<file path="src/rtl/sclink_consts.svh">
`ifndef SCLINK_CONSTS_SVH
`define SCLINK_CONSTS_SVH
`define SW1_NORMAL      8'h90
`define SW2_NORMAL      8'h00
`define IFS_DEFAULT     8'h20
`define IFS_MAX         8'hFE
`define LEN_RESERVED    8'hFF
`define BGT_ETU         16'h0016
`define CWT_BASE_ETU    16'h000B
`define CWI_MAX         4'h5
`define ERR_SAMPLE_HALF 16'h0015
`define ERR_TX_SAMPLE   16'h000B
`define REPEAT_GAP_ETU  16'h0002
`define ETU_DEFAULT     16'h0174
`define BWT_DEFAULT     16'h0F00
`define ADDR_OFS        5'h00
`define CTRL_OFS        5'h04
`define STAT_OFS        5'h08
`define CWI_OFS         5'h0C
`define CARD_MAX_INFO_LENGTH_OFS        5'h10
`define TXD_OFS         5'h14
`define RXD_OFS         5'h18
`define ETU_OFS         5'h1C
`endif

</file>
<file path="src/rtl/sclink_pkg.sv">
package sclink_pkg;
  typedef enum logic [2:0] {
    RX_NAD = 3'b000,
    RX_PCB = 3'b001,
    RX_LEN = 3'b010,
    RX_INF = 3'b011,
    RX_EDC = 3'b100
  } blk_e;
  typedef enum logic [1:0] {
    BT_INFO = 2'b00,
    BT_RDY  = 2'b01,
    BT_SUP  = 2'b10
  } btype_e;
endpackage

</file>
<file path="src/rtl/sclink_etu_if.sv">
`timescale 1ns/100ps
`default_nettype none
// Etu tick and half tick between the timing unit and the framer
interface sclink_etu_if;
  logic        tick;
  logic        half;
  logic [15:0] div;
  modport gen (input div, output tick, output half);
  modport use_ (output div, input tick, input half);
endinterface
`default_nettype wire

</file>
<file path="src/rtl/sclink_etu_gen.sv">
`timescale 1ns/100ps
`default_nettype none
`include "sclink_consts.svh"
module sclink_etu_gen (
  // Clock and reset
  input wire logic CLK,
  input wire logic SRST,
  input wire logic restart,
  // Tick outputs
  sclink_etu_if.gen etu
);
  logic [15:0] cnt_q;
  // Count card-clock cycles per etu; restart aligns to a start edge
  always_ff @(posedge CLK) begin
    if (SRST || restart || cnt_q + 16'h0001 >= etu.div) begin
      cnt_q <= 16'h0000;
    end else begin
      cnt_q <= cnt_q + 16'h0001;
    end
  end
  assign etu.tick = !restart && (cnt_q + 16'h0001 >= etu.div);
  assign etu.half = !restart && (cnt_q == {1'b0, etu.div[15:1]});
endmodule
`default_nettype wire

</file>
<file path="src/rtl/sclink_top.sv">
// The strobed register port and the placing of the registers are this design's own decisions.
`timescale 1ns/100ps
`default_nettype none
`include "sclink_consts.svh"
module sclink_top (
  // Clock and reset
  input  wire logic       CLK,
  input  wire logic       SRST,
  // Register port
  input  wire logic [4:0] ADDR,
  input  wire logic [7:0] WDATA,
  input  wire logic       WR,
  input  wire logic       RD,
  output logic      [7:0] RDATA,
  // I/O line, open drain
  input  wire logic       IO_IN,
  output logic            IO_OUT,
  output logic            IO_OE_N
);
  sclink_etu_if etu ();
  logic        restart;
  sclink_etu_gen sclink_etu_gen_inst (.CLK(CLK), .SRST(SRST), .restart(restart), .etu(etu));
  // Software state
  logic [15:0] etudiv_q;
  logic        blockmode_q, tx_busy_q;
  logic [7:0]  txd_q, rxd_q, card_max_info_length_q, addr_q, status_q;
  logic [3:0]  cwi_q;
  logic        rx_valid_q, rx_perr_q, edc_err_q, addr_err_q, cwt_err_q, len_err_q;
  logic        repeat_q;
  assign etu.div = etudiv_q;
  // Parity over a byte
  function automatic logic par8(input logic [7:0] b);
    par8 = ^b;
  endfunction
  // Receiver and transmitter share the half-duplex line
  typedef enum logic [1:0] {
    L_IDLE = 2'b00,
    L_RX   = 2'b01,
    L_TX   = 2'b10,
    L_GAP  = 2'b11
  } line_e;
  line_e       st_q;
  logic [15:0] hcnt_q;  // Half-etu count since start edge
  logic [9:0]  sh_q;
  logic        io_prev_q, err_drive_q, rx_last_q, tx_last_q;
  logic [15:0] since_q; // Whole etu since last leading edge
  logic        stat1_q, stat2_q;
  logic        rx_start, tx_start, gap_done;
  // Every start edge and every launch realigns the etu grid and the timeline,
  // otherwise a transmit would run on a stale half-etu count
  assign rx_start = (st_q == L_IDLE) && io_prev_q && !IO_IN;
  assign tx_start = (st_q == L_IDLE) && !rx_start && tx_busy_q && since_q >= `BGT_ETU;
  assign gap_done = (st_q == L_GAP) && hcnt_q > 16'h001B + `REPEAT_GAP_ETU;
  assign restart  = rx_start || tx_start || (gap_done && repeat_q);
  // Half-etu timeline of one character
  always_ff @(posedge CLK) begin
    if (SRST || restart) begin
      hcnt_q <= 16'h0000;
    end else if (etu.tick || etu.half) begin
      hcnt_q <= hcnt_q + 16'h0001;
    end
  end
  always_ff @(posedge CLK) begin
    if (SRST) begin
      io_prev_q <= 1'b1;
    end else begin
      io_prev_q <= IO_IN;
    end
  end
  // Line state machine: receive, transmit with repeat, gap after every transmit
  always_ff @(posedge CLK) begin
    if (SRST) begin
      st_q <= L_IDLE;
      sh_q <= 10'h3FF;
      rx_valid_q <= 1'b0;
      rx_perr_q <= 1'b0;
      rxd_q <= 8'h00;
      err_drive_q <= 1'b0;
      tx_busy_q <= 1'b0;
      repeat_q <= 1'b0;
      rx_last_q <= 1'b0;
      tx_last_q <= 1'b0;
    end else begin
      if (RD && ADDR == `RXD_OFS) begin
        rx_valid_q <= 1'b0;
      end
      case (st_q)
        L_IDLE: begin
          if (rx_start) begin
            st_q <= L_RX;
          end else if (tx_start) begin
            st_q <= L_TX;
            sh_q <= {par8(txd_q), txd_q, 1'b0};
          end
        end
        L_RX: begin
          if (etu.tick || etu.half) begin
            // Sample data at n+0.5 etu, bit ranks 2..10
            if (hcnt_q[0] == 1'b0 && hcnt_q >= 16'h0002 && hcnt_q <= 16'h0012) begin
              sh_q <= {IO_IN, sh_q[9:1]};
            end
            if (hcnt_q == `ERR_SAMPLE_HALF - 16'h0001) begin
              if (^sh_q[9:1] && !blockmode_q) begin
                err_drive_q <= 1'b1;
                rx_perr_q <= 1'b1;
              end else begin
                rxd_q <= sh_q[8:1];
                rx_valid_q <= 1'b1;
                rx_perr_q <= rx_perr_q | (^sh_q[9:1]);
                rx_last_q <= 1'b1;
                tx_last_q <= 1'b0;
              end
            end
            if (hcnt_q == `ERR_SAMPLE_HALF + 16'h0002) begin
              err_drive_q <= 1'b0;
              st_q <= L_IDLE;
            end
          end
        end
        L_TX: begin
          // Tenth shift at 10 etu frees the line before the 11 etu sample
          if (etu.tick && hcnt_q[0] == 1'b1 && hcnt_q <= 16'h0013) begin
            sh_q <= {1'b1, sh_q[9:1]};
          end
          if (etu.tick && hcnt_q == 16'h0015) begin
            repeat_q <= !IO_IN && !blockmode_q;
            tx_busy_q <= (!IO_IN && !blockmode_q);
            tx_last_q <= 1'b1;
            rx_last_q <= 1'b0;
            st_q <= L_GAP;
          end
        end
        L_GAP: begin
          // Repeat waits past the error pulse and starts 15 etu after the leading edge
          if (gap_done) begin
            st_q <= repeat_q ? L_TX : L_IDLE;
            sh_q <= {par8(txd_q), txd_q, 1'b0};
            repeat_q <= 1'b0;
          end
        end
        default: st_q <= L_IDLE;
      endcase
      // Software start wins over the end-of-character clear in the same cycle
      if (WR && ADDR == `TXD_OFS) begin
        tx_busy_q <= 1'b1;
      end
    end
  end
  // Drive low only for a zero bit or the error pulse
  assign IO_OUT = 1'b0;
  assign IO_OE_N = !((st_q == L_TX && !sh_q[0]) || err_drive_q);
  // Etu counter since the last character's leading edge
  always_ff @(posedge CLK) begin
    if (SRST || restart) begin
      since_q <= 16'h0000;
    end else if (etu.tick && since_q != 16'hFFFF) begin
      since_q <= since_q + 16'h0001;
    end
  end
  // Block receive framing and check byte
  sclink_pkg::blk_e   bst_q;
  sclink_pkg::btype_e btype_q;
  logic [7:0] lrc_q, left_q;
  logic       connected_q;
  logic       rx_byte;
  assign rx_byte = (st_q == L_RX) && (etu.tick || etu.half)
                   && hcnt_q == `ERR_SAMPLE_HALF - 16'h0001 && blockmode_q;
  always_ff @(posedge CLK) begin
    if (SRST || !blockmode_q) begin
      bst_q <= sclink_pkg::RX_NAD;
      lrc_q <= 8'h00;
      left_q <= 8'h00;
      edc_err_q <= 1'b0;
      addr_err_q <= 1'b0;
      len_err_q <= 1'b0;
      cwt_err_q <= 1'b0;
      connected_q <= 1'b0;
      addr_q <= 8'h00;
      btype_q <= sclink_pkg::BT_INFO;
    end else begin
      if (WR && ADDR == `STAT_OFS) begin
        edc_err_q <= 1'b0;
        addr_err_q <= 1'b0;
        len_err_q <= 1'b0;
        cwt_err_q <= 1'b0;
      end
      if (bst_q != sclink_pkg::RX_NAD && since_q > `CWT_BASE_ETU + (16'h0001 << cwi_q)) begin
        cwt_err_q <= 1'b1;
        bst_q <= sclink_pkg::RX_NAD;
      end else if (rx_byte) begin
        lrc_q <= lrc_q ^ sh_q[8:1];
        case (bst_q)
          sclink_pkg::RX_NAD: begin
            lrc_q <= sh_q[8:1];
            if (sh_q[8:1] != 8'h00) begin
              addr_err_q <= 1'b1;
            end
            if (!connected_q) begin
              addr_q <= sh_q[8:1];
              connected_q <= 1'b1;
            end
            bst_q <= sclink_pkg::RX_PCB;
          end
          sclink_pkg::RX_PCB: begin
            btype_q <= !sh_q[8] ? sclink_pkg::BT_INFO
                     : (!sh_q[7] ? sclink_pkg::BT_RDY : sclink_pkg::BT_SUP);
            bst_q <= sclink_pkg::RX_LEN;
          end
          sclink_pkg::RX_LEN: begin
            left_q <= sh_q[8:1];
            if (sh_q[8:1] == `LEN_RESERVED || sh_q[8:1] > card_max_info_length_q) begin
              len_err_q <= 1'b1;
            end
            bst_q <= (sh_q[8:1] == 8'h00) ? sclink_pkg::RX_EDC : sclink_pkg::RX_INF;
          end
          sclink_pkg::RX_INF: begin
            left_q <= left_q - 8'h01;
            if (left_q == 8'h01) begin
              bst_q <= sclink_pkg::RX_EDC;
            end
          end
          sclink_pkg::RX_EDC: begin
            if (lrc_q != sh_q[8:1]) begin
              edc_err_q <= 1'b1;
            end
            bst_q <= sclink_pkg::RX_NAD; // send right passes to card
          end
          default: bst_q <= sclink_pkg::RX_NAD;
        endcase
      end
    end
  end
  // Status-word tracking of the last two bytes sent, normal end is 90 00
  always_ff @(posedge CLK) begin
    if (SRST) begin
      stat1_q <= 1'b0;
      stat2_q <= 1'b0;
    end else if (WR && ADDR == `TXD_OFS) begin
      stat1_q <= (WDATA == `SW1_NORMAL);
      stat2_q <= stat1_q && (WDATA == `SW2_NORMAL);
    end
  end
  // Software configuration registers
  always_ff @(posedge CLK) begin
    if (SRST) begin
      blockmode_q <= 1'b0;
      txd_q <= 8'h00;
      cwi_q <= 4'h0;
      card_max_info_length_q <= `IFS_DEFAULT;
      etudiv_q <= `ETU_DEFAULT;
    end else if (WR) begin
      case (ADDR)
        `CTRL_OFS: blockmode_q <= WDATA[0];
        `TXD_OFS:  txd_q <= WDATA;
        `CWI_OFS: begin
          cwi_q <= (WDATA[3:0] > `CWI_MAX) ? `CWI_MAX : WDATA[3:0];
        end
        `CARD_MAX_INFO_LENGTH_OFS: begin
          card_max_info_length_q <= (WDATA > `IFS_MAX) ? `IFS_MAX : WDATA;
        end
        `ETU_OFS: etudiv_q <= {WDATA, 8'h00} | 16'h0001;
        default: begin
        end
      endcase
    end
  end
  assign status_q = {stat2_q, tx_busy_q, rx_valid_q, rx_perr_q,
                     edc_err_q, addr_err_q, len_err_q, cwt_err_q};
  // Read data in the cycle after the strobe
  always_ff @(posedge CLK) begin
    if (SRST) begin
      RDATA <= 8'h00;
    end else if (RD) begin
      case (ADDR)
        `ADDR_OFS: RDATA <= addr_q;
        `CTRL_OFS: RDATA <= {5'h00, btype_q, blockmode_q};
        `STAT_OFS: RDATA <= status_q;
        `CWI_OFS:  RDATA <= {4'h0, cwi_q};
        `CARD_MAX_INFO_LENGTH_OFS: RDATA <= card_max_info_length_q;
        `TXD_OFS:  RDATA <= txd_q;
        `RXD_OFS:  RDATA <= rxd_q;
        `ETU_OFS:  RDATA <= etudiv_q[15:8];
        default:   RDATA <= 8'h00;
      endcase
    end else begin
      RDATA <= 8'h00;
    end
  end
  // Checks
  err_pulse_len_a: assert property (@(posedge CLK) disable iff (SRST)
    $rose(err_drive_q) |-> err_drive_q [*2]) else $error("error pulse too short");
  guard_before_tx_a: assert property (@(posedge CLK) disable iff (SRST)
    (st_q == L_IDLE && $past(st_q) == L_IDLE) ##1 st_q == L_TX |-> $past(since_q) >= `BGT_ETU)
    else $error("transmit before guard time");
  cwi_range_a: assert property (@(posedge CLK) disable iff (SRST)
    cwi_q <= `CWI_MAX) else $error("char wait integer out of range");
  ifs_range_a: assert property (@(posedge CLK) disable iff (SRST)
    card_max_info_length_q <= `IFS_MAX) else $error("info length above limit");
  no_drive_idle_a: assert property (@(posedge CLK) disable iff (SRST)
    st_q == L_IDLE |-> IO_OE_N) else $error("line driven while idle");
  repeat_delay_a: assert property (@(posedge CLK) disable iff (SRST)
    $past(st_q) == L_GAP && st_q == L_TX |-> $past(hcnt_q) >= 16'h001C)
    else $error("repeat sent too early");
  tx_cover_c: cover property (@(posedge CLK) st_q == L_TX);
  repeat_cover_c: cover property (@(posedge CLK) repeat_q && st_q == L_GAP);
  edc_cover_c: cover property (@(posedge CLK) edc_err_q);
endmodule
`default_nettype wire

</file>
<file path="config.mk">
export PLATFORM = sky130hd
export DESIGN_NAME = sclink_top
export DESIGN_NICKNAME = d
export VERILOG_FILES = /design/src/rtl/sclink_pkg.sv /design/src/rtl/sclink_etu_if.sv /design/src/rtl/sclink_etu_gen.sv /design/src/rtl/sclink_top.sv
export VERILOG_INCLUDE_DIRS = /design/src /design/src/rtl
export SDC_FILE = /design/constraint.sdc
export NUM_CORES = 1
export LEC_CHECK = 0
export BUFFER_PORTS_ARGS = -buffer_cell sky130_fd_sc_hd__buf_2
export CAP_MARGIN = 20
export CORE_UTILIZATION = 60
export DETAILED_ROUTE_END_ITERATION = 8
export PLACE_DENSITY = 0.82
export SLEW_MARGIN = 20
export SYNTH_ARGS = -nofsm -noshare
export SYNTH_HDL_FRONTEND = slang
export SYNTH_HIERARCHICAL = 1
export SYNTH_SLANG_ARGS = --single-unit
</file>
<file path="constraint.sdc">
create_clock -name CLK -period 10 [get_ports CLK]
set_clock_uncertainty 0.15 [all_clocks]
set_input_delay 1.5 -clock CLK [delete_from_list [all_inputs] [get_ports CLK]]
set_output_delay 1.5 -clock CLK [all_outputs]
set_load 0.03 [all_outputs]
</file>
==> results.md, run 1 <==
| Parameter | This run | Unit |
|:---|:---|:---|
| Warning count from the yosys run | 6 | - |
| Path class of the lowest-slack min-delay path | flop to flop | - |
| CTS tree | done | - |
| Crit path DAT | 5.27 | ns |
| Initial DRT Pass Iterations | 5 | - |
| Syn-to-layout area delta | 8.79 | % |
| Inserted Diodes | 0 | - |
| WL final | 22100 | um |
| Count of distinct cell types in the synthesized netlist | 71 | - |
| Top fanout value on the critical path | 20 | - |
| Fraction of layout cells with a size suffix above 1 | 9.63 | % |
| Share of synthesized registers carrying an async set or reset | 0 | % |
| Post-CTS resize count | 0 | - |
| Fraction of the cycle the final worst path needs | 51.3 | % |
| Cell-internal power | 1.08 | mW |
| Slew margin rel. | 24.4 | % |
| Weighted congestion at the end of routability-driven global placement | 0.888 | - |
| Areal power density over the cells | 159 | nW/um^2 |
| Number of synthesized register bits | 149 | - |
| Root cell of the clock tree | sky130_fd_sc_hd__clkbuf_16 | - |
| Switching Share | 29.2 | % |
| Sequential share of power | 42.4 | % |
| Sinks on Clock Net | 149 | - |
| Leading cell types by total area after synthesis | sky130_fd_sc_hd__dfxtp_1, sky130_fd_sc_hd__ha_1, sky130_fd_sc_hd__xnor2_1 | - |
| Worst slack on hold paths | 0.320 | ns |
| Number of H-tree branching levels | 4 | - |
| Setup repair after global routing missed its margin | no | - |
| Initial detailed-routing violation count | 871 | - |
| Cell row count | 43 | - |
| Gate count of the mapped netlist | 1057 | - |
| Via count of the first global-routing pass | 7454 | - |
| Final Max Tran Viols | 0 | - |
| Sum Neg Setup Slack | 0 | ns |
| Post-route DRC violation count | 0 | - |
| Horizontal die dimension | 123 | um |
| Total CTS buffers | 17 | - |
| Clock insertion delay at the later pin of the skew report | 0.44 | ns |
| Buffers and inverters on the worst path | 0 | - |
| FMAX | 0.195 | GHz |
| Worst setup slack for register-to-register paths | 4.87 | ns |
| I/O pin count | 28 | - |
| Number of vias per cell after detailed routing | 6.34 | - |
| Setup Buffers After CTS | 0 | - |
| CP cell instances | and4_4, and4_1, nand4_1, xnor2_1, ha_1, and4_1, nand2_1, or4_4, a31oi_1, o21ai_0, o41ai_1, o2111ai_2, a221oi_1, o21ai_0 | - |
| Antenna violations before repair | 0 | - |
| Mean instance size in the synthesized netlist | 8.32 | um^2 |
| Largest voltage drop on the vdd net | 154 | uV |
| Gate family responsible for the most delay along the worst path | compound AO/OA/AOI/OAI gates | - |
| Clock tree buffer depth | 2 | - |
| HPWL after detailed placement | 15000 | um |
| Max cap viols | 0 | - |
| Worst setup SP type | flop | - |
| Slew at the pin with the worst max-slew slack | 1.12 | ns |
| Pin count of the biggest net entering global routing | 54 | - |
| Number of hold violations in the final report | 0 | - |
| Clock slew seen by the registers of the worst setup and hold paths | 0.07 | ns |
| Die height | 123 | um |
| Wire length of the first global-routing pass | 36300 | um |
| Combinational cell fraction of total power | 14.7 | % |
| Starting density of the core | 62.4 | % |
| Count of input and output buffers | 26 | - |
| Reported net switching power | 0.445 | mW |
| Min cycle time layout | 5.13 | ns |
| DRT antenna net count | 0 | - |
| Most common flop cell mapped by yosys | sky130_fd_sc_hd__dfxtp_1 | - |
| Critical path class | flop to flop | - |
| Area leader, netlist | sky130_fd_sc_hd__dfxtp_1 | - |
| Clock network power share | 43.0 | % |
| Post-synthesis sequential area ratio | 33.9 | % |
| Post-layout total power | 1.52 | mW |
| Worst-case setup margin in the final layout | 4.87 | ns |
| Cell type of the slowest stage on the worst timing path | sky130_fd_sc_hd__a31oi_1 | - |
| Share of the synthesized area in the top cell type | 33.9 | % |
| Global router's overall resource usage | 30.7 | % |
| Vias after detailed routing | 7921 | - |
| Finished Core Util | 67.9 | % |
| Critical path's largest stage delay | 0.74 | ns |
| Global route overflow | 0 | - |
| Outcome | complete, no violations | - |
| Placeable core area | 14100 | um^2 |
| P_leak | 3.67 | nW |
| Final-report setup violation count | 0 | - |
| Kind of end point of the critical path | flop | - |
| Synthesized area | 8790 | um^2 |
| Number of enable-type register cells in the synthesized netlist | 0 | - |
| DR WL/cell | 17.6 | um |
| Die Footprint | 15100 | um^2 |
| Fill cell count | 1128 | - |
| Post-cts hold buffer count | 0 | - |
| Final-stage net count | 1136 | - |
| DP Worst Slack | 4.78 | ns |
| Required arrival time at the worst endpoint | 10.14 | ns |
==> registers in the layout, summed over array words and instances, names as in the netlist, 8 cells and up <==
register,cells
sh_q,10
hcnt_q,16
lrc_q,8
since_q,16
rxd_q,8
left_q,8
sclink_etu_gen_inst/cnt_q,16
card_max_info_length_q,8
addr_q,8
RDATA,8
txd_q,8
etu.div,10
==> tightest hold or removal path, stage by stage (launching register included) <==
cell and delay, ns:
sky130_fd_sc_hd__dfxtp_1 0.32, sky130_fd_sc_hd__nand2_1 0.05, sky130_fd_sc_hd__a21oi_1 0.05
==> Yosys cell counts, types with 7 or more instances <==
master	instances
sky130_fd_sc_hd__nor2b_1	16
sky130_fd_sc_hd__nor2_1	116
sky130_fd_sc_hd__nand2_1	88
sky130_fd_sc_hd__a221oi_1	10
sky130_fd_sc_hd__nand3_1	47
sky130_fd_sc_hd__a31oi_1	12
sky130_fd_sc_hd__dfxtp_1	149
sky130_fd_sc_hd__nand4_1	27
sky130_fd_sc_hd__clkbuf_1	44
sky130_fd_sc_hd__xnor2_1	50
sky130_fd_sc_hd__nor4_1	7
sky130_fd_sc_hd__a211oi_1	9
sky130_fd_sc_hd__o21ai_0	47
sky130_fd_sc_hd__mux2i_1	33
sky130_fd_sc_hd__nor3_1	34
sky130_fd_sc_hd__nor2b_2	7
sky130_fd_sc_hd__a21oi_1	63
sky130_fd_sc_hd__xor2_1	26
sky130_fd_sc_hd__ha_1	61
sky130_fd_sc_hd__and3_1	9
sky130_fd_sc_hd__and2_1	13
sky130_fd_sc_hd__o31ai_1	11
sky130_fd_sc_hd__inv_1	50
sky130_fd_sc_hd__mux2_2	8
==> metrics by stage <==
| stage | std cells | instance area [um^2] |
|---|---|---|
| 2_1_floorplan | 1063 | 8820 |
| 3_3_place_gp | 1218 | 8960 |
| 3_5_place_dp | 1218 | 8960 |
| 4_1_cts | 1250 | 9560 |
| 5_1_grt | 1250 | 9570 |
| 6_report | 1250 | 9570 |
==> layer usage <==
layer  GRT usage (%)  up-vias  share of wire (%)
li1                -     3759                  -
met1            38.8     3728                 42
met2            50.4      370                 47
met3            6.37       64                7.7
met4            13.6        0                2.9
met5               0        -                  0
==> area by class of cell <==
cell class                      count  area, um^2  share of cell area, %
Clock buffer                       19         453                   4.73
Clock inverter                     13         149                   1.56
Inverter                           51         191                   2.00
Multi-Input combinational cell    807        5400                   56.4
Sequential cell                   149        2980                   31.2
Tap cell                          180         225                   2.35
Timing Repair Buffer               31         168                   1.75
==> power by group through the flow <==
stage | clock network, mW | registers (mW) | logic [mW]
CTS | 0.657 | 0.643 | 0.218
finish | 0.655 | 0.646 | 0.224
global route | 0.682 | 0.647 | 0.247
global placement | 0 | 0.656 | 0.207
floorplan | 0 | 0.634 | 0.181
detailed placement | 0 | 0.656 | 0.213
==> worst paths after layout <==
path | from | end | cells after the start
hold reg to reg | len_err_q | RDATA[1] | 2
hold / removal | len_err_q | RDATA[1] | 2
setup reg to reg | sclink_etu_gen_inst/cnt_q[2] | sh_q[8] | 14
setup / recovery | sclink_etu_gen_inst/cnt_q[2] | sh_q[8] | 14
==> cell families (layout without fill, tap and decap cells) <==
logic type | Yosys count | count (layout) | synth area share (%)
simple gates | 413 | 413 | 24.0
compound gates | 205 | 205 | 15.0
flops | 149 | 149 | 33.9
buf+inv | 107 | 114 | 5.02
xor+xnor | 76 | 76 | 7.57
fa+ha+maj | 61 | 61 | 8.68
mux | 45 | 45 | 5.80
other cells | 1 | 7 | 0.0426
==> layout by cell type (no fill, tap or decap), types with 8 or more instances in the layout <==
cell and count:
sky130_fd_sc_hd__dfxtp_1 149, sky130_fd_sc_hd__nor2_1 116, sky130_fd_sc_hd__nand2_1 88, sky130_fd_sc_hd__a21oi_1 63
sky130_fd_sc_hd__ha_1 61, sky130_fd_sc_hd__inv_1 50, sky130_fd_sc_hd__xnor2_1 50, sky130_fd_sc_hd__nand3_1 47
sky130_fd_sc_hd__o21ai_0 47, sky130_fd_sc_hd__nor3_1 34, sky130_fd_sc_hd__mux2i_1 33, sky130_fd_sc_hd__nand4_1 27
sky130_fd_sc_hd__xor2_1 26, sky130_fd_sc_hd__buf_2 26, sky130_fd_sc_hd__clkbuf_16 17, sky130_fd_sc_hd__nor2b_1 16
sky130_fd_sc_hd__and2_1 13, sky130_fd_sc_hd__a31oi_1 12, sky130_fd_sc_hd__o31ai_1 11, sky130_fd_sc_hd__a221oi_1 10
sky130_fd_sc_hd__and3_1 9, sky130_fd_sc_hd__a211oi_1 9, sky130_fd_sc_hd__mux2_2 8
Note: power is estimated with default switching activity, not from simulation.
==> inputs of run 2 (changes only) <==
Settings changed: ABC_AREA set to 1, CORE_UTILIZATION 60 to 57.
Clock period 10 ns to 4.55 ns, I/O delays scaled along.
==> run 2 against run 1 <==
Effect of this change: setup slack worse by 4.2 ns; global-route usage down 0.79 points; largest cell class unchanged; via count up 13%; synthesized cell count up 29%; largest power group is now sequential cells; flip-flop and latch count unchanged.
==> results.md, run 2 <==
| Parameter | This run | Unit |
|:---|:---|:---|
| DRT antenna net count | 0 | - |
| Number of H-tree branching levels | 4 | - |
| Slew at the pin with the worst max-slew slack | 0.915 | ns |
| P_leak | 4.50 | nW |
| Required arrival time at the worst endpoint | 4.76 | ns |
| Most used cells in the layout excluding fill and tap cells | sky130_fd_sc_hd__nand2_1, sky130_fd_sc_hd__inv_1, sky130_fd_sc_hd__nor2_1 | - |
| Crit path DAT | 4.10 | ns |
| Total CTS buffers | 17 | - |
| DR WL/cell | 14.8 | um |
| Most common flop cell mapped by yosys | sky130_fd_sc_hd__dfxtp_1 | - |
| WL final | 23900 | um |
| Vias after detailed routing | 8988 | - |
| Fraction of layout cells with a size suffix above 1 | 8.29 | % |
| Critical path class | flop to flop | - |
| Placed cell count | 1586 | - |
| Cell type of the slowest stage on the worst timing path | sky130_fd_sc_hd__dfxtp_1 | - |
| Root cell of the clock tree | sky130_fd_sc_hd__clkbuf_16 | - |
| Area post-placement | 9540 | um^2 |
| Max cap viols | 0 | - |
| Antenna violations before repair | 0 | - |
| Crit path top cell by count | sky130_fd_sc_hd__inv_2 | - |
| Critical path's largest stage delay | 0.47 | ns |
| Warning count from the yosys run | 6 | - |
| Met2 track utilization from global routing | 47.7 | % |
| Setup repair after global routing missed its margin | no | - |
| Count of non-filler cells in the finished layout | 1616 | - |
| Gate count of the mapped netlist | 1363 | - |
| Clock insertion delay at the later pin of the skew report | 0.44 | ns |
| Count of input and output buffers | 26 | - |
| Final-report setup violation count | 0 | - |
| Via count of the first global-routing pass | 7931 | - |
| Worst-case setup margin in the final layout | 0.651 | ns |
| DP Worst Slack | 0.730 | ns |
| Met3 capacity usage during global routing | 5.82 | % |
| Commonest cells post-synth | sky130_fd_sc_hd__nand2_1, sky130_fd_sc_hd__inv_1, sky130_fd_sc_hd__nor2_1 | - |
| Leading cell types by total area after synthesis | sky130_fd_sc_hd__dfxtp_1, sky130_fd_sc_hd__nand2_1, sky130_fd_sc_hd__ha_1 | - |
| Largest voltage drop on the vdd net | 335 | uV |
| Count of distinct cell types in the synthesized netlist | 45 | - |
| Post-synthesis sequential area ratio | 32.4 | % |
| Top fanout value on the critical path | 12 | - |
| Die height | 129 | um |
| Area leader, netlist | sky130_fd_sc_hd__dfxtp_1 | - |
| Final-stage net count | 1468 | - |
| Clock tree buffer depth | 2 | - |
| Most frequent cell after synthesis | sky130_fd_sc_hd__nand2_1 | - |
| Number of hold violations in the final report | 0 | - |
| Mean instance size in the synthesized netlist | 6.76 | um^2 |
| Die Footprint | 16700 | um^2 |
| Initial detailed-routing violation count | 863 | - |
| Outcome | complete, no violations | - |
| Global router's overall resource usage | 29.9 | % |
| Synthesized area | 9220 | um^2 |
| Worst slack on hold paths | 0.318 | ns |
| Post-cts hold buffer count | 0 | - |
| Fill cell count | 1381 | - |
| Slew margin rel. | 38.7 | % |
| Final Max Tran Viols | 0 | - |
| Sum Neg Setup Slack | 0 | ns |
| Path class of the lowest-slack min-delay path | flop to flop | - |
| Worst setup SP type | flop | - |
| Most common cell after layout, fill and taps aside | sky130_fd_sc_hd__nand2_1 | - |
| Clock slew seen by the registers of the worst setup and hold paths | 0.06 | ns |
| Syn-to-layout area delta | 9.61 | % |
| Registers with the most flip-flops | hcnt_q: 16 flops, sclink_etu_gen_inst/cnt_q: 16 flops, since_q: 16 flops | - |
| Starting density of the core | 58.3 | % |
| Number of vias per cell after detailed routing | 5.56 | - |
| Kind of end point of the critical path | flop | - |
| Post-route DRC violation count | 0 | - |
| I/O pin count | 28 | - |
| Share of synthesized registers carrying an async set or reset | 0 | % |
| Fraction of the cycle the final worst path needs | 85.7 | % |
| Number of synthesized register bits | 149 | - |
| Buffers and inverters on the worst path | 6 | - |
| Final design area excluding fillers | 10100 | um^2 |
| Min cycle time layout | 3.90 | ns |
| Met1 capacity usage during global routing | 38.8 | % |
| Share of the synthesized area in the top cell type | 32.4 | % |
| Weighted congestion at the end of routability-driven global placement | 0.932 | - |
| Placeable core area | 15800 | um^2 |
| HPWL after detailed placement | 17600 | um |
| Post-CTS resize count | 0 | - |
| CTS tree | done | - |
| Gate family responsible for the most delay along the worst path | simple AND/OR/NAND/NOR gates | - |
| Initial DRT Pass Iterations | 5 | - |
| Horizontal die dimension | 129 | um |
| Setup Buffers After CTS | 0 | - |
| Most utilized layer in the global route result | met2 | - |
| Global route overflow | 0 | - |
| Areal power density over the cells | 385 | nW/um^2 |
| Number of enable-type register cells in the synthesized netlist | 0 | - |
| Cell row count | 46 | - |
| Wire length of the first global-routing pass | 39000 | um |
| Inserted Diodes | 0 | - |
| Sinks on Clock Net | 149 | - |
| FMAX | 0.256 | GHz |
| Pin count of the biggest net entering global routing | 33 | - |
## run 2: changes by cell type after synthesis, moves of 11 or more
cell | previous run | this run
sky130_fd_sc_hd__nand2_1 | 88 | 277
sky130_fd_sc_hd__inv_1 | 50 | 196
sky130_fd_sc_hd__nor2_1 | 116 | 172
sky130_fd_sc_hd__nand3_1 | 47 | 102
sky130_fd_sc_hd__xnor2_1 | 50 | 11
sky130_fd_sc_hd__a21oi_1 | 63 | 99
sky130_fd_sc_hd__mux2i_1 | 33 | 1
sky130_fd_sc_hd__clkbuf_1 | 44 | 14
sky130_fd_sc_hd__o22ai_1 | 1 | 26
sky130_fd_sc_hd__nor2b_1 | 16 | 0
sky130_fd_sc_hd__and2_1 | 13 | 0
sky130_fd_sc_hd__o21ai_0 | 47 | 60
sky130_fd_sc_hd__o31ai_1 | 11 | 0
## run 2: cell families after synthesis
family / share of synthesized area (%)
compound gates: 12.6
xor+xnor: 4.27
fa+ha+maj: 8.28
buf+inv: 10.1
flops: 32.4
mux: 0.109
other cells: 0.0407
simple gates: 32.2
## run 2: power by group
| group | switching, mW | internal, mW |
|---|---|---|
| registers | 0.101 | 1.36 |
| logic | 0.721 | 0.306 |
| clock network | 0.582 | 0.815 |
## run 2: worst paths after layout
path,endpoint,slack [ns],from,cells past startpoint
min,cwt_err_q,0.32,cwt_err_q,2
max reg2reg,addr_q[5],0.65,sclink_etu_gen_inst/cnt_q[0],26
max,addr_q[5],0.65,sclink_etu_gen_inst/cnt_q[0],26
min reg2reg,cwt_err_q,0.32,cwt_err_q,2
## run 2: metal layers
metal | vias to the layer above | routed length, um
met5 | - | 0
met4 | 0 | 870
met3 | 77 | 1630
met2 | 364 | 10900
met1 | 4064 | 10500
li1 | 4483 | -
## run 2: cell type report
type,instances,area [um^2],area share [%]
multi-input cells,981,5320,52.6
flip-flops and latches,149,2980,29.5
inverters,206,773,7.65
clock buffers,18,439,4.35
well taps,216,270,2.67
repair buffers,34,190,1.88
clock inverters,12,131,1.30
## run 2: metrics by stage
step	utilization [%]	power (mW)
2_1_floorplan	-	2.24
3_3_place_gp	60.2	2.45
3_5_place_dp	60.2	2.48
4_1_cts	63.8	3.86
5_1_grt	63.8	4.07
6_report	63.8	3.89
## run 2: worst reg2reg max path, cell delays in order, from the launching register on
cell	delay, ns
sky130_fd_sc_hd__dfxtp_1	0.47
sky130_fd_sc_hd__ha_1	0.25
sky130_fd_sc_hd__nand2_2	0.09
sky130_fd_sc_hd__nor2_4	0.15
sky130_fd_sc_hd__nand3_4	0.12
sky130_fd_sc_hd__nor2_8	0.14
sky130_fd_sc_hd__nand4_1	0.10
sky130_fd_sc_hd__nand2_1	0.11
sky130_fd_sc_hd__inv_1	0.05
sky130_fd_sc_hd__ha_1	0.30
sky130_fd_sc_hd__nand4_1	0.12
sky130_fd_sc_hd__a21oi_1	0.14
sky130_fd_sc_hd__nor2_1	0.07
sky130_fd_sc_hd__a21oi_1	0.15
sky130_fd_sc_hd__buf_4	0.17
sky130_fd_sc_hd__inv_2	0.05
sky130_fd_sc_hd__nand2_4	0.13
sky130_fd_sc_hd__nand2_4	0.09
sky130_fd_sc_hd__inv_2	0.05
sky130_fd_sc_hd__nand2_1	0.05
sky130_fd_sc_hd__inv_2	0.09
sky130_fd_sc_hd__nand3_4	0.09
sky130_fd_sc_hd__nor2_8	0.19
sky130_fd_sc_hd__nand3_4	0.17
sky130_fd_sc_hd__inv_2	0.15
sky130_fd_sc_hd__nor2_1	0.06
sky130_fd_sc_hd__nor3_1	0.13
